$ cat src/verilog/gateway_status_pkg.sv
// constants and types of the gateway status indicator
package gateway_status_pkg;
  localparam int clk_hz = 20_000_000;
  localparam int tick_ms = 1;
  localparam int tick_cycles = clk_hz / 1000 * tick_ms;
  localparam int half_period_ms = 250;
  localparam int idle_limit_ms = 500;
  localparam int warning_hold_ms = 60_000;
  localparam int tick_count_w = 15;
  localparam int ms_count_w = 16;
  localparam logic [3:0] serious_max = 4'h5;
  localparam logic [3:0] no_error = 4'h0;
  localparam logic [1:0] lamp_off = 2'h0;
  localparam logic [1:0] lamp_green = 2'h1;
  localparam logic [1:0] lamp_red = 2'h2;
  localparam logic [7:0] config_id = 8'hff;
  localparam logic [1:0] irq_serious_bit = 2'h0;
  localparam logic [1:0] irq_warning_bit = 2'h1;
  localparam logic [1:0] irq_idle_bit = 2'h2;
  localparam logic [7:0] addr_status = 8'h00;
  localparam logic [7:0] addr_mask = 8'h04;
  localparam logic [7:0] addr_error = 8'h08;
  localparam logic [7:0] addr_switches = 8'h0c;
  typedef enum logic [2:0] {
    serial_idle_type = 3'b000,
    serial_active_type = 3'b001,
    serial_sporadic_type = 3'b011,
    serial_error_type = 3'b010,
    serial_config_type = 3'b110
  } serial_state_type;
endpackage : gateway_status_pkg

$ cat src/verilog/gateway_tick_divider.sv
// divider producing one-cycle enable pulses
`timescale 1ns/10ps
`default_nettype none
module gateway_tick_divider #(
  parameter int divide = 20000,
  parameter int width = 15
) (
  input wire logic mclk,
  input wire logic reset,
  input wire logic enable,
  output logic pulse
);
  logic [width-1:0] count;

  always_ff @(posedge mclk or posedge reset) begin
    if (reset) begin
      count <= '0;
      pulse <= 1'b0;
    end else begin
      pulse <= 1'b0;
      if (enable) begin
        if (count == width'(divide - 1)) begin
          count <= '0;
          pulse <= 1'b1;
        end else begin
          count <= count + 1'b1;
        end
      end
    end
  end
endmodule : gateway_tick_divider
`default_nettype wire

$ cat src/verilog/gateway_status_indicator.sv
// status lamps, code display and switch sampling of the gateway
// Operation
// reset-released lamp green unless fieldbus reset
// red lamp while outgoing segment off
// bus-active lamp green while layer 2 active
// bus state: green, alternating after 0.5s, red
// serial lamp patterns by serial state
// error flashes code, else station address
// lamps meaningless in configuration mode
// station id sampled once at activation
// rate switch selects 500 kB or 2 MB
// interface switch selects differential or single-ended
// errors 1-5 held, 6-15 cleared after minute
// patterns toggle every 250 ms from 1 ms tick
`timescale 1ns/10ps
`default_nettype none
module gateway_status_indicator
  import gateway_status_pkg::*;
#(
  parameter int tick_len = tick_cycles,
  parameter int warning_ms = warning_hold_ms,
  parameter int idle_ms = idle_limit_ms,
  parameter int half_ms = half_period_ms
) (
  input wire logic mclk,
  input wire logic reset,
  input wire logic fieldbus_reset,
  input wire logic segment_off,
  input wire logic layer2_active,
  input wire logic fieldbus_exchange,
  input wire logic serial_exchange,
  input wire logic serial_link_ok,
  input wire logic config_mode,
  input wire logic activate,
  input wire logic error_valid,
  input wire logic [3:0] error_number,
  input wire logic [7:0] active_station,
  input wire logic [3:0] station_id_high_switch,
  input wire logic [3:0] station_id_low_switch,
  input wire logic rate_switch,
  input wire logic interface_switch,
  input wire logic [7:0] reg_addr,
  input wire logic [31:0] reg_wdata,
  input wire logic reg_write,
  input wire logic reg_read,
  output logic [31:0] reg_rdata,
  output logic irq,
  output logic reset_released_lamp,
  output logic remote_segment_off_lamp,
  output logic bus_active_lamp,
  output logic [1:0] bus_state_lamp,
  output logic [1:0] serial_state_lamp,
  output logic [3:0] code_display_lamps,
  output logic [7:0] station_id,
  output logic rate_2mb,
  output logic interface_single_ended
);
  logic ms_tick;
  logic phase;
  logic [ms_count_w-1:0] half_count;
  logic [ms_count_w-1:0] idle_count;
  logic [ms_count_w-1:0] warn_count;
  logic fieldbus_idle;
  logic serial_ever;
  logic [ms_count_w-1:0] serial_gap;
  logic [3:0] held_error;
  logic id_taken;
  serial_state_type serial_state;
  serial_state_type next_serial_state;
  logic [2:0] status;
  logic [2:0] mask;
  logic [2:0] events;
  logic idle_seen;

  ////////////////////////////////////////////////////////////////////
  // 1 ms tick and blink phase
  gateway_tick_divider #(
    .divide(tick_len),
    .width(tick_count_w)
  ) tick_div (
    .mclk(mclk),
    .reset(reset),
    .enable(1'b1),
    .pulse(ms_tick)
  );

  always_ff @(posedge mclk or posedge reset) begin
    if (reset) begin
      half_count <= '0;
      phase <= 1'b0;
    end else if (ms_tick) begin
      if (half_count == ms_count_w'(half_ms - 1)) begin
        half_count <= '0;
        phase <= ~phase;
      end else begin
        half_count <= half_count + 1'b1;
      end
    end
  end

  ////////////////////////////////////////////////////////////////////
  // fieldbus activity watch
  always_ff @(posedge mclk or posedge reset) begin
    if (reset) begin
      idle_count <= '0;
      fieldbus_idle <= 1'b0;
    end else if (fieldbus_exchange) begin
      idle_count <= '0;
      fieldbus_idle <= 1'b0;
    end else if (ms_tick && !fieldbus_idle) begin
      if (idle_count == ms_count_w'(idle_ms - 1)) begin
        fieldbus_idle <= 1'b1;
      end else begin
        idle_count <= idle_count + 1'b1;
      end
    end
  end

  ////////////////////////////////////////////////////////////////////
  // fieldbus lamps
  always_ff @(posedge mclk or posedge reset) begin
    if (reset) begin
      reset_released_lamp <= 1'b0;
      remote_segment_off_lamp <= 1'b0;
      bus_active_lamp <= 1'b0;
      bus_state_lamp <= lamp_off;
    end else begin
      reset_released_lamp <= ~fieldbus_reset;
      remote_segment_off_lamp <= segment_off;
      bus_active_lamp <= layer2_active;
      if (fieldbus_reset) begin
        bus_state_lamp <= lamp_red;
      end else if (fieldbus_idle) begin
        bus_state_lamp <= phase ? lamp_red : lamp_green;
      end else begin
        bus_state_lamp <= lamp_green;
      end
    end
  end

  ////////////////////////////////////////////////////////////////////
  // error hold: serious until power cycle, warnings one minute
  always_ff @(posedge mclk or posedge reset) begin
    if (reset) begin
      held_error <= no_error;
      warn_count <= '0;
    end else if (held_error != no_error && held_error <= serious_max) begin
      held_error <= held_error;
    end else if (error_valid && error_number != no_error) begin
      held_error <= error_number;
      warn_count <= '0;
    end else if (held_error != no_error && ms_tick) begin
      if (warn_count == ms_count_w'(warning_ms - 1)) begin
        held_error <= no_error;
        warn_count <= '0;
      end else begin
        warn_count <= warn_count + 1'b1;
      end
    end
  end

  ////////////////////////////////////////////////////////////////////
  // serial-side state
  always_ff @(posedge mclk or posedge reset) begin
    if (reset) begin
      serial_ever <= 1'b0;
      serial_gap <= '0;
    end else if (serial_exchange) begin
      serial_ever <= 1'b1;
      serial_gap <= '0;
    end else if (ms_tick && serial_gap != ms_count_w'(idle_ms)) begin
      serial_gap <= serial_gap + 1'b1;
    end
  end

  always_comb begin
    case (1'b1)
      config_mode: next_serial_state = serial_config_type;
      (held_error != no_error): next_serial_state = serial_error_type;
      (!serial_ever): next_serial_state = serial_idle_type;
      (serial_link_ok && serial_gap == ms_count_w'(idle_ms)):
        next_serial_state = serial_sporadic_type;
      default: next_serial_state = serial_active_type;
    endcase
  end

  always_ff @(posedge mclk or posedge reset) begin
    if (reset) begin
      serial_state <= serial_idle_type;
    end else begin
      serial_state <= next_serial_state;
    end
  end

  always_ff @(posedge mclk or posedge reset) begin
    if (reset) begin
      serial_state_lamp <= lamp_off;
      code_display_lamps <= 4'h0;
    end else begin
      case (serial_state)
        serial_active_type: serial_state_lamp <= lamp_green;
        serial_sporadic_type: serial_state_lamp <= phase ? lamp_green : lamp_off;
        serial_idle_type: serial_state_lamp <= phase ? lamp_red : lamp_green;
        serial_error_type: serial_state_lamp <= lamp_red;
        serial_config_type: serial_state_lamp <= phase ? lamp_red : lamp_off;
        default: serial_state_lamp <= lamp_off;
      endcase
      if (serial_state == serial_error_type) begin
        code_display_lamps <= phase ? held_error : 4'h0;
      end else begin
        code_display_lamps <= active_station[3:0];
      end
    end
  end

  ////////////////////////////////////////////////////////////////////
  // switch sampling
  always_ff @(posedge mclk or posedge reset) begin
    if (reset) begin
      station_id <= 8'h00;
      id_taken <= 1'b0;
    end else if (activate && !id_taken) begin
      station_id <= {station_id_high_switch, station_id_low_switch};
      id_taken <= 1'b1;
    end
  end

  always_ff @(posedge mclk or posedge reset) begin
    if (reset) begin
      rate_2mb <= 1'b0;
      interface_single_ended <= 1'b0;
    end else begin
      rate_2mb <= rate_switch;
      interface_single_ended <= interface_switch;
    end
  end

  ////////////////////////////////////////////////////////////////////
  // interrupt status, mask and register port
  always_ff @(posedge mclk or posedge reset) begin
    if (reset) begin
      idle_seen <= 1'b0;
    end else begin
      idle_seen <= fieldbus_idle;
    end
  end

  always_comb begin
    events = 3'h0;
    events[irq_serious_bit] = error_valid && error_number != no_error
                              && error_number <= serious_max;
    events[irq_warning_bit] = error_valid && error_number > serious_max;
    events[irq_idle_bit] = fieldbus_idle && !idle_seen;
  end

  always_ff @(posedge mclk or posedge reset) begin
    if (reset) begin
      status <= 3'h0;
    end else if (reg_write && reg_addr == addr_status) begin
      status <= (status & ~reg_wdata[2:0]) | events;
    end else begin
      status <= status | events;
    end
  end

  always_ff @(posedge mclk or posedge reset) begin
    if (reset) begin
      mask <= 3'h0;
    end else if (reg_write && reg_addr == addr_mask) begin
      mask <= reg_wdata[2:0];
    end
  end

  always_ff @(posedge mclk or posedge reset) begin
    if (reset) begin
      irq <= 1'b0;
    end else begin
      irq <= |(status & mask);
    end
  end

  always_ff @(posedge mclk or posedge reset) begin
    if (reset) begin
      reg_rdata <= 32'h0;
    end else if (reg_read) begin
      case (reg_addr)
        addr_status: reg_rdata <= {29'h0, status};
        addr_mask: reg_rdata <= {29'h0, mask};
        addr_error: reg_rdata <= {25'h0, serial_state, held_error};
        addr_switches: reg_rdata <= {22'h0, interface_single_ended, rate_2mb, station_id};
        default: reg_rdata <= 32'h0;
      endcase
    end else begin
      reg_rdata <= 32'h0;
    end
  end

  ////////////////////////////////////////////////////////////////////
  // checks
  chk_reset_lamp: assert property (@(posedge mclk) disable iff (reset)
    fieldbus_reset |=> !reset_released_lamp && bus_state_lamp == lamp_red)
    else $error("reset lamp wrong during fieldbus reset");
  chk_segment_lamp: assert property (@(posedge mclk) disable iff (reset)
    segment_off |=> remote_segment_off_lamp)
    else $error("segment off lamp not lit");
  chk_active_lamp: assert property (@(posedge mclk) disable iff (reset)
    layer2_active |=> bus_active_lamp)
    else $error("bus active lamp not lit");
  chk_bus_green: assert property (@(posedge mclk) disable iff (reset)
    fieldbus_exchange ##1 !fieldbus_reset |=> bus_state_lamp == lamp_green)
    else $error("bus state lamp not green after exchange");
  chk_bus_blink: assert property (@(posedge mclk) disable iff (reset)
    fieldbus_idle && !fieldbus_reset |=> bus_state_lamp != lamp_off)
    else $error("bus state lamp dark while idle");
  chk_serial_green: assert property (@(posedge mclk) disable iff (reset)
    serial_state == serial_active_type |=> serial_state_lamp == lamp_green)
    else $error("serial lamp not green while exchanging");
  chk_serial_alternate: assert property (@(posedge mclk) disable iff (reset)
    !reset && serial_state == serial_idle_type
    |=> serial_state_lamp == lamp_red || serial_state_lamp == lamp_green)
    else $error("serial lamp not alternating before first exchange");
  chk_serial_flash: assert property (@(posedge mclk) disable iff (reset)
    serial_state == serial_sporadic_type |=> serial_state_lamp != lamp_red)
    else $error("serial lamp red while link fine");
  chk_serial_error: assert property (@(posedge mclk) disable iff (reset)
    serial_state == serial_error_type |=> serial_state_lamp == lamp_red)
    else $error("serial lamp not red on error");
  chk_display_addr: assert property (@(posedge mclk) disable iff (reset)
    serial_state == serial_active_type |=> code_display_lamps == $past(active_station[3:0]))
    else $error("display not showing station");
  chk_id_held: assert property (@(posedge mclk) disable iff (reset)
    id_taken |=> $stable(station_id))
    else $error("station id changed after activation");
  chk_serious_hold: assert property (@(posedge mclk) disable iff (reset)
    held_error != no_error && held_error <= serious_max |=> $stable(held_error))
    else $error("serious error released");
  chk_rate_follow: assert property (@(posedge mclk) disable iff (reset)
    rate_switch |=> rate_2mb)
    else $error("rate selection not followed");
  chk_iface_follow: assert property (@(posedge mclk) disable iff (reset)
    interface_switch |=> interface_single_ended)
    else $error("interface selection not followed");
  chk_error_display: assert property (@(posedge mclk) disable iff (reset)
    serial_state == serial_error_type
    |=> code_display_lamps == 4'h0 || code_display_lamps == $past(held_error))
    else $error("display not flashing error number");
  chk_error_capture: assert property (@(posedge mclk) disable iff (reset)
    error_valid && error_number != no_error
    && (held_error == no_error || held_error > serious_max)
    |=> held_error == $past(error_number))
    else $error("reported error not taken");
endmodule : gateway_status_indicator
`default_nettype wire

$ cat config.mk
export PLATFORM = sky130hd
export DESIGN_NAME = gateway_status_indicator
export DESIGN_NICKNAME = d
export VERILOG_FILES = /design/src/verilog/gateway_status_pkg.sv /design/src/verilog/gateway_tick_divider.sv /design/src/verilog/gateway_status_indicator.sv
export SDC_FILE = /design/constraint.sdc
export NUM_CORES = 1
export LEC_CHECK = 0
export BUFFER_PORTS_ARGS = -buffer_cell sky130_fd_sc_hd__buf_2
export CAP_MARGIN = 40
export CORE_AREA = 2 2 111 113
export CTS_CLUSTER_DIAMETER = 50
export CTS_CLUSTER_SIZE = 12
export DETAILED_ROUTE_END_ITERATION = 10
export DIE_AREA = 0 0 113 115
export PLACE_DENSITY = 0.78
export SYNTH_ARGS = -nofsm -noshare
export SYNTH_HDL_FRONTEND = slang
export SYNTH_SLANG_ARGS = --single-unit
$ cat constraint.sdc
create_clock -name mclk -period 4.46 [get_ports mclk]
set_input_delay 0.223 -clock mclk [delete_from_list [all_inputs] [get_ports mclk]]
set_output_delay 0.223 -clock mclk [all_outputs]
set_load 0.01 [all_outputs]
==> results of run 1 <==
==> state kept, by name, indices dropped and copies added (netlist names), 4 cells and up <==
name	count
code_display_lamps	4
half_count	16
held_error	4
idle_count	16
reg_rdata	10
serial_gap	16
station_id	8
tick_div.count	15
warn_count	16
==> final cells by class <==
| class | instances | share of cell area |
|---|---|---|
| clock buffers | 25 | 0.0698 |
| clock inverters | 7 | 0.00660 |
| inverters | 26 | 0.0135 |
| multi-input cells | 425 | 0.376 |
| flip-flops and latches | 130 | 0.440 |
| well taps | 147 | 0.0249 |
| repair buffers | 87 | 0.0694 |
==> cell usage after synthesis, types with 4 or more instances <==
cell type,count,area [um^2]
dfrtp_1,130,3250
nor2_1,47,176
nand2_1,40,150
nand3_1,30,150
xnor2_1,30,263
inv_1,26,97.6
a21oi_1,25,125
nand4_1,23,144
o21ai_0,23,115
buf_4,22,165
mux2_2,15,169
and3_1,13,81.3
clkbuf_1,11,41.3
nor3_1,11,55.1
or3_1,11,68.8
xor2_1,11,96.3
nor4_1,8,50.1
or4_1,8,60.1
and2_1,7,43.8
and4_1,7,61.3
ha_1,7,87.6
nor2b_1,7,43.8
o31ai_1,7,52.6
or2_2,6,37.5
a32oi_1,5,43.8
buf_1,5,18.8
mux2i_1,5,50.1
nand2b_1,5,31.3
a32o_1,4,40.0
==> how the worst max path moves through the flow <==
stage	startpoint	endpoint
floorplan	reset	bus_active_lamp$_DFF_PP0_
CTS	warn_count[0]$_DFFE_PP0P_	warn_count[15]$_DFFE_PP0P_
finish	warn_count[0]$_DFFE_PP0P_	warn_count[15]$_DFFE_PP0P_
global route	tick_div.pulse$_DFF_PP0_	idle_count[15]$_DFFE_PP0P_
global placement	warn_count[0]$_DFFE_PP0P_	warn_count[3]$_DFFE_PP0P_
detailed placement	warn_count[0]$_DFFE_PP0P_	warn_count[15]$_DFFE_PP0P_
==> per-layer routing <==
layer / up-vias / GRT usage / wire (um)
met3: 18 / 0.0648 / 721
li1: 2308 / - / -
met1: 2344 / 0.267 / 5710
met5: - / 0 / 0
met2: 151 / 0.347 / 6300
met4: 0 / 0.0829 / 238
==> placed cells by master, fill, tap and decap left out, types with 13 or more instances in the layout <==
cell type,Yosys,final
nand2_1,40,40
a21oi_1,25,25
dfrtp_1,130,130
buf_2,3,73
nand3_1,30,30
and3_1,13,13
inv_1,26,25
conb_1,1,22
xnor2_1,30,30
clkbuf_16,0,17
mux2_2,15,15
nor2_1,47,47
nand4_1,23,23
o21ai_0,23,23
==> per-stage QoR <==
stage               instances  hold WS [ps]  setup slack (ps)  utilization
floorplan                 622           254               768            -
CTS                       847        0.0756              2180        0.626
finish                    847          6.97              2160        0.626
detailed placement        806           180              2200        0.570
global route              847          23.5              1990        0.626
global placement          805           331              2240        0.568
==> cell families after synthesis <==
family          synth area share
simple gates               0.212
xor+xnor                  0.0571
other cells             0.000596
mux                       0.0456
flops                      0.517
fa+ha+maj                 0.0139
compound gates            0.0993
buf+inv                   0.0537
==> worst reg2reg max path: cells and delay by family (launching register included) <==
family | cells | cell delay (ps)
compound gates | 1 | 440
fa+ha+maj | 1 | 270
flops | 1 | 420
simple gates | 3 | 1060
==> power by group through the flow <==
| stage | Sequential [mW] | Combinational, mW | Clock (mW) |
|---|---|---|---|
| floorplan | 1.28 | 0.169 | 0 |
| global placement | 1.29 | 0.230 | 0 |
| detailed placement | 1.29 | 0.240 | 0 |
| CTS | 1.27 | 0.246 | 1.32 |
| global route | 1.28 | 0.275 | 1.37 |
| finish | 1.27 | 0.246 | 1.30 |
==> insert_results.sql, run 1 <==
INSERT INTO impl_metrics (metric_group, metric, value, unit) VALUES
('power', 'power.switching_fraction', '0.246', ''),
('setup_path', 'critical_path.cell_chain', 'ha_1 > and4_1 > nand4_1 > nand4_2 > o41ai_1', ''),
('sta', 'finalSetupTns', '0', 'ps'),
('sta', 'layout_worst_path_cycle_share', '0.517', ''),
('synthesis', 'count_of_cell_types_in_the_netlist', '61', ''),
('cells_and_area', 'final-seq-area', '0.00325', 'mm^2'),
('setup_path', 'required', '4760', 'ps'),
('floorplan', 'initial_standard_cell_utilization_of_the_core', '0.532', ''),
('cts', 'cts.hold.buffers_added', '9', ''),
('sta', 'max_transition_margin', '0.467', ''),
('cells_and_area', 'fraction_of_layout_cells_with_a_size_suffix_above_1', '0.206', ''),
('sta', 'finalHoldViolations', '0', ''),
('detailed_routing', 'drc_markers', '12', ''),
('setup_path', 'worst-endpoint-arrival', '2610', 'ps'),
('detailed_routing', 'routed_via_density', '5.69', ''),
('floorplan', 'total_die_area', '0.0130', 'mm^2'),
('global_routing', 'grt_max_degree', '54', ''),
('worst_hold_path', 'hold_path_end', 'code_display_lamps[3]$_DFF_PP0_', ''),
('cts', 'clockBufferDepth', '2', ''),
('flow_run', 'cap_violations', '0', ''),
('power', 'total_switching_power', '0.694', 'mW'),
('cells_and_area', 'postLayoutCellArea', '0.00739', 'mm^2'),
('sta', 'post-route-min-period', '2300', 'ps'),
('outcome', 'status', 'complete, but fails checks', ''),
('cells_and_area', 'final_nets', '769', ''),
('setup_path', 'r2r_slack', '2160', 'ps'),
('setup_path', 'timing.critical_path.slowest_cell_delay', '440', 'ps'),
('worst_hold_path', 'hp-class', 'in2reg', ''),
('floorplan', 'std_cell_rows', '40', ''),
('power', 'power.total', '2.82', 'mW'),
('cts', 'post-cts-setup-buffers', '0', ''),
('cts', 'clock-sinks', '130', ''),
('cts', 'cts.clk_slew.worst_paths', '60', 'ps'),
('synthesis', 'yosysSeqAreaShare', '0.517', ''),
('synthesis', 'syn_area_cell', '10.5', 'um^2'),
('cts', 'cts_max_level', '4', ''),
('power', 'power.share.sequential', '0.451', ''),
('cts', 'cts_tree', 'built', ''),
('floorplan', 'fp.dieH', '115', 'um'),
('power', 'total_leakage_power', '3.31', 'nW'),
('worst_hold_path', 'hold_path_depth', '3', ''),
('cts', 'clkLatencyLatePin', '430', 'ps'),
('floorplan', 'die_boundary_width', '113', 'um'),
('floorplan', 'num_io_pins', '129', ''),
('sta', 'max_freq', '434', 'MHz'),
('floorplan', 'core-area', '0.0118', 'mm^2'),
('synthesis', 'number_of_instances_in_the_synthesized_netlist', '601', ''),
('detailed_routing', 'totalWireLength', '13000', 'um'),
('setup_path', 'endpoint_kind', 'flip-flop', ''),
('cells_and_area', 'fillerInstances', '940', ''),
('outcome', 'failing_checks', 'design-rule violations', ''),
('synthesis', 'flip_flop_and_latch_count_after_synthesis', '130', ''),
('sta', 'measured_slew_at_the_worst_slew_check_pin', '799', 'ps'),
('power', 'clock_network_fraction_of_total_power', '0.462', ''),
('cells_and_area', 'multi_input_area', '0.00278', 'mm^2'),
('power', 'p_int', '2.12', 'mW'),
('global_routing', 'grt_antenna_before_repair', '0', ''),
('place', 'place_hpwl', '8910', 'um'),
('sta', 'fin_worst_skew', '8.70', 'ps'),
('setup_path', 'path_class', 'reg2reg', ''),
('cts', 'cts-resized-gates', '0', ''),
('sta', 'setup_violators_final', '0', ''),
('global_routing', 'grt-ovfl-total', '0', ''),
('global_routing', 'grt_pass1_wl', '21900', 'um'),
('sta', 'grt_setup_unrepaired', 'false', ''),
('detailed_routing', 'drt_first_iter_violations', '416', ''),
('place', 'globalplace.congestion', '0.857', ''),
('synthesis', 'synth_async_sr_flop_share', '1.00', ''),
('synthesis', 'synth-main-ff-cell', 'dfrtp_1', ''),
('worst_hold_path', 'hold_start', 'active_station[3]', ''),
('cells_and_area', 'synthToLayoutAreaGrowth', '17.5', '%');
No activity file was read; power rests on OpenSTA's default activity.
==> run 2, diff against run 1 <==
==> constraint.sdc (replaced) <==
create_clock -name mclk -period 2.3 [get_ports mclk]
set_input_delay 0.115 -clock mclk [delete_from_list [all_inputs] [get_ports mclk]]
set_output_delay 0.115 -clock mclk [all_outputs]
set_load 0.01 [all_outputs]
==> insert_results.sql, run 2 (synthesized netlist as in run 1, its figures left out) <==
INSERT INTO impl_metrics (metric_group, metric, value, unit) VALUES
('outcome', 'status', 'complete, but fails checks', ''),
('outcome', 'failing_checks', 'design-rule violations', ''),
('setup_path', 'crit_path_max_fanout', '22', ''),
('detailed_routing', 'total_via_count_in_the_routed_design', '4934', ''),
('cts', 'cts_root_buf', 'clkbuf_16', ''),
('sta', 'max_transition_margin', '0.525', ''),
('detailed_routing', 'detail_route.wl_per_cell', '15.5', 'um'),
('cts', 'post-cts-setup-buffers', '0', ''),
('setup_path', 'required', '2650', 'ps'),
('floorplan', 'total_die_area', '0.0130', 'mm^2'),
('detailed_routing', 'drc_markers', '12', ''),
('place', 'globalplace.congestion', '0.819', ''),
('floorplan', 'num_io_pins', '129', ''),
('floorplan', 'die_boundary_width', '113', 'um'),
('setup_path', 'setup.worst_path.start_class', 'flip-flop', ''),
('detailed_routing', 'antenna_violating_nets_post_route', '0', ''),
('sta', 'layout_worst_path_cycle_share', '0.860', ''),
('floorplan', 'std_cell_rows', '40', ''),
('floorplan', 'core-area', '0.0118', 'mm^2'),
('cells_and_area', 'commonest_cells_after_routing_fill_and_taps_aside', 'dfrtp_1 (130), buf_2 (73), nor2_1 (47)', ''),
('worst_hold_path', 'hp-class', 'in2reg', ''),
('sta', 'setup_violators_final', '0', ''),
('cts', 'cts.hold.buffers_added', '26', ''),
('detailed_routing', 'routed_via_density', '5.70', ''),
('setup_path', 'worst-endpoint-arrival', '2330', 'ps'),
('cells_and_area', 'num_antenna_cells', '0', ''),
('floorplan', 'initial_standard_cell_utilization_of_the_core', '0.532', ''),
('place', 'place_hpwl', '8660', 'um'),
('cells_and_area', 'layout.cells.most_common', 'dfrtp_1', ''),
('cts', 'cts-resized-gates', '0', ''),
('power', 'power.ir.vdd_worst', '409', 'uV'),
('cts', 'tritoncts.num_buffers', '17', ''),
('global_routing', 'grt_max_degree', '131', ''),
('cts', 'cts_tree', 'built', ''),
('cells_and_area', 'final_nets', '788', ''),
('cts', 'cts.clk_slew.worst_paths', '60', 'ps'),
('power', 'total_leakage_power', '3.43', 'nW'),
('global_routing', 'grtUsageTotal', '0.217', ''),
('sta', 'grt_setup_unrepaired', 'false', ''),
('setup_path', 'r2r_slack', '320', 'ps'),
('detailed_routing', 'drt_first_iter_violations', '405', ''),
('cts', 'clock-sinks', '130', ''),
('cts', 'clkLatencyLatePin', '430', 'ps'),
('sta', 'max_freq', '506', 'MHz'),
('cells_and_area', 'fraction_of_layout_cells_with_a_size_suffix_above_1', '0.204', ''),
('sta', 'fin_worst_skew', '7.07', 'ps'),
('floorplan', 'fp.dieH', '115', 'um'),
('sta', 'finalSetupTns', '0', 'ps'),
('place', 'post-place-cells', '808', ''),
('sta', 'post-route-min-period', '1980', 'ps'),
('cts', 'clockBufferDepth', '2', ''),
('setup_path', 'endpoint_kind', 'flip-flop', ''),
('global_routing', 'grt-ovfl-total', '0', ''),
('cells_and_area', 'synthToLayoutAreaGrowth', '21.6', '%'),
('flow_run', 'cap_violations', '0', ''),
('sta', 'measured_slew_at_the_worst_slew_check_pin', '713', 'ps'),
('global_routing', 'grt_antenna_before_repair', '0', ''),
('place', 'port_buffers', '73', ''),
('sta', 'finalHoldViolations', '0', ''),
('sta', 'final_max_slew_viol_count', '0', ''),
('global_routing', 'first_global_vias', '4835', ''),
('detailed_routing', 'drt_pass1_iterations', '8', ''),
('global_routing', 'grt_pass1_wl', '22600', 'um'),
('detailed_routing', 'totalWireLength', '13500', 'um'),
('setup_path', 'path_class', 'reg2reg', ''),
('power', 'pd_cells', '772', 'mW/mm^2'),
('cells_and_area', 'layoutNonFillerInstCount', '866', ''),
('cts', 'cts_max_level', '4', '');
## run 2: cell count changes in the layout (fill, tap and decap cells not counted)
cell / before / now
clkinv_2: 2 / 0
inv_4: 1 / 0
clkinv_4: 1 / 2
buf_16: 1 / 0
dlygate4sd3_1: 9 / 26
clkbuf_8: 6 / 1
buf_4: 4 / 6
bufinv_16: 0 / 4
inv_6: 0 / 6
clkinvlp_4: 4 / 2
clkbuf_1: 2 / 1
buf_12: 0 / 1
## run 2: path summary, 6_finish.rpt
check,startpoint,to,cells after the start
min in group asynchronous,reset,warn_count[11]$_DFFE_PP0P_,4
worst max register to register,held_error[0]$_DFFE_PP0P_,warn_count[12]$_DFFE_PP0P_,5
worst min-delay path,error_number[2],held_error[2]$_DFFE_PP0P_,2
worst min register to register,serial_state[2]$_DFF_PP0_,serial_state_lamp[0]$_DFF_PP0_,1
max in group asynchronous,reset,half_count[14]$_DFFE_PP0P_,4
worst max-delay path,held_error[0]$_DFFE_PP0P_,warn_count[12]$_DFFE_PP0P_,5
## run 2: critical path, stage by stage (launching register included)
cell and delay (ps):
dfrtp_1 430, nor3_1 410, o22ai_1 150, buf_4 230, or4_1 520, a21oi_1 160
## run 2: layer usage
layer,GRT usage,up-vias,wire length (um)
met4,0.100,0,315
met1,0.281,2384,5910
met3,0.0517,26,775
met2,0.350,177,6470
li1,-,2347,-
met5,0,-,0
## run 2: per-stage QoR
stage,hold slack [ps],area (um^2),setup slack [ps],util,power (mW)
floorplan,146,6370,473,-,2.82
global placement,225,6740,346,0.571,2.94
detailed placement,225,6740,318,0.571,2.96
CTS,3.19,7640,306,0.647,5.92
global route,11.3,7640,114,0.647,6.09
finish,16.8,7640,322,0.647,5.90
## run 2: layout make-up
type	instances	area [um^2]
repair buffers	106	691
well taps	147	184
multi-input cells	425	2780
fillers	906	4170
clock inverters	13	198
clock buffers	19	443
flip-flops and latches	130	3250
inverters	26	101
## run 2: where the power goes
part / total [mW] / switching [mW] / internal [mW]
logic: 0.500 / 0.285 / 0.215
clock network: 2.94 / 1.08 / 1.87
registers: 2.46 / 0.0888 / 2.37
total: 5.90 / 1.45 / 4.45
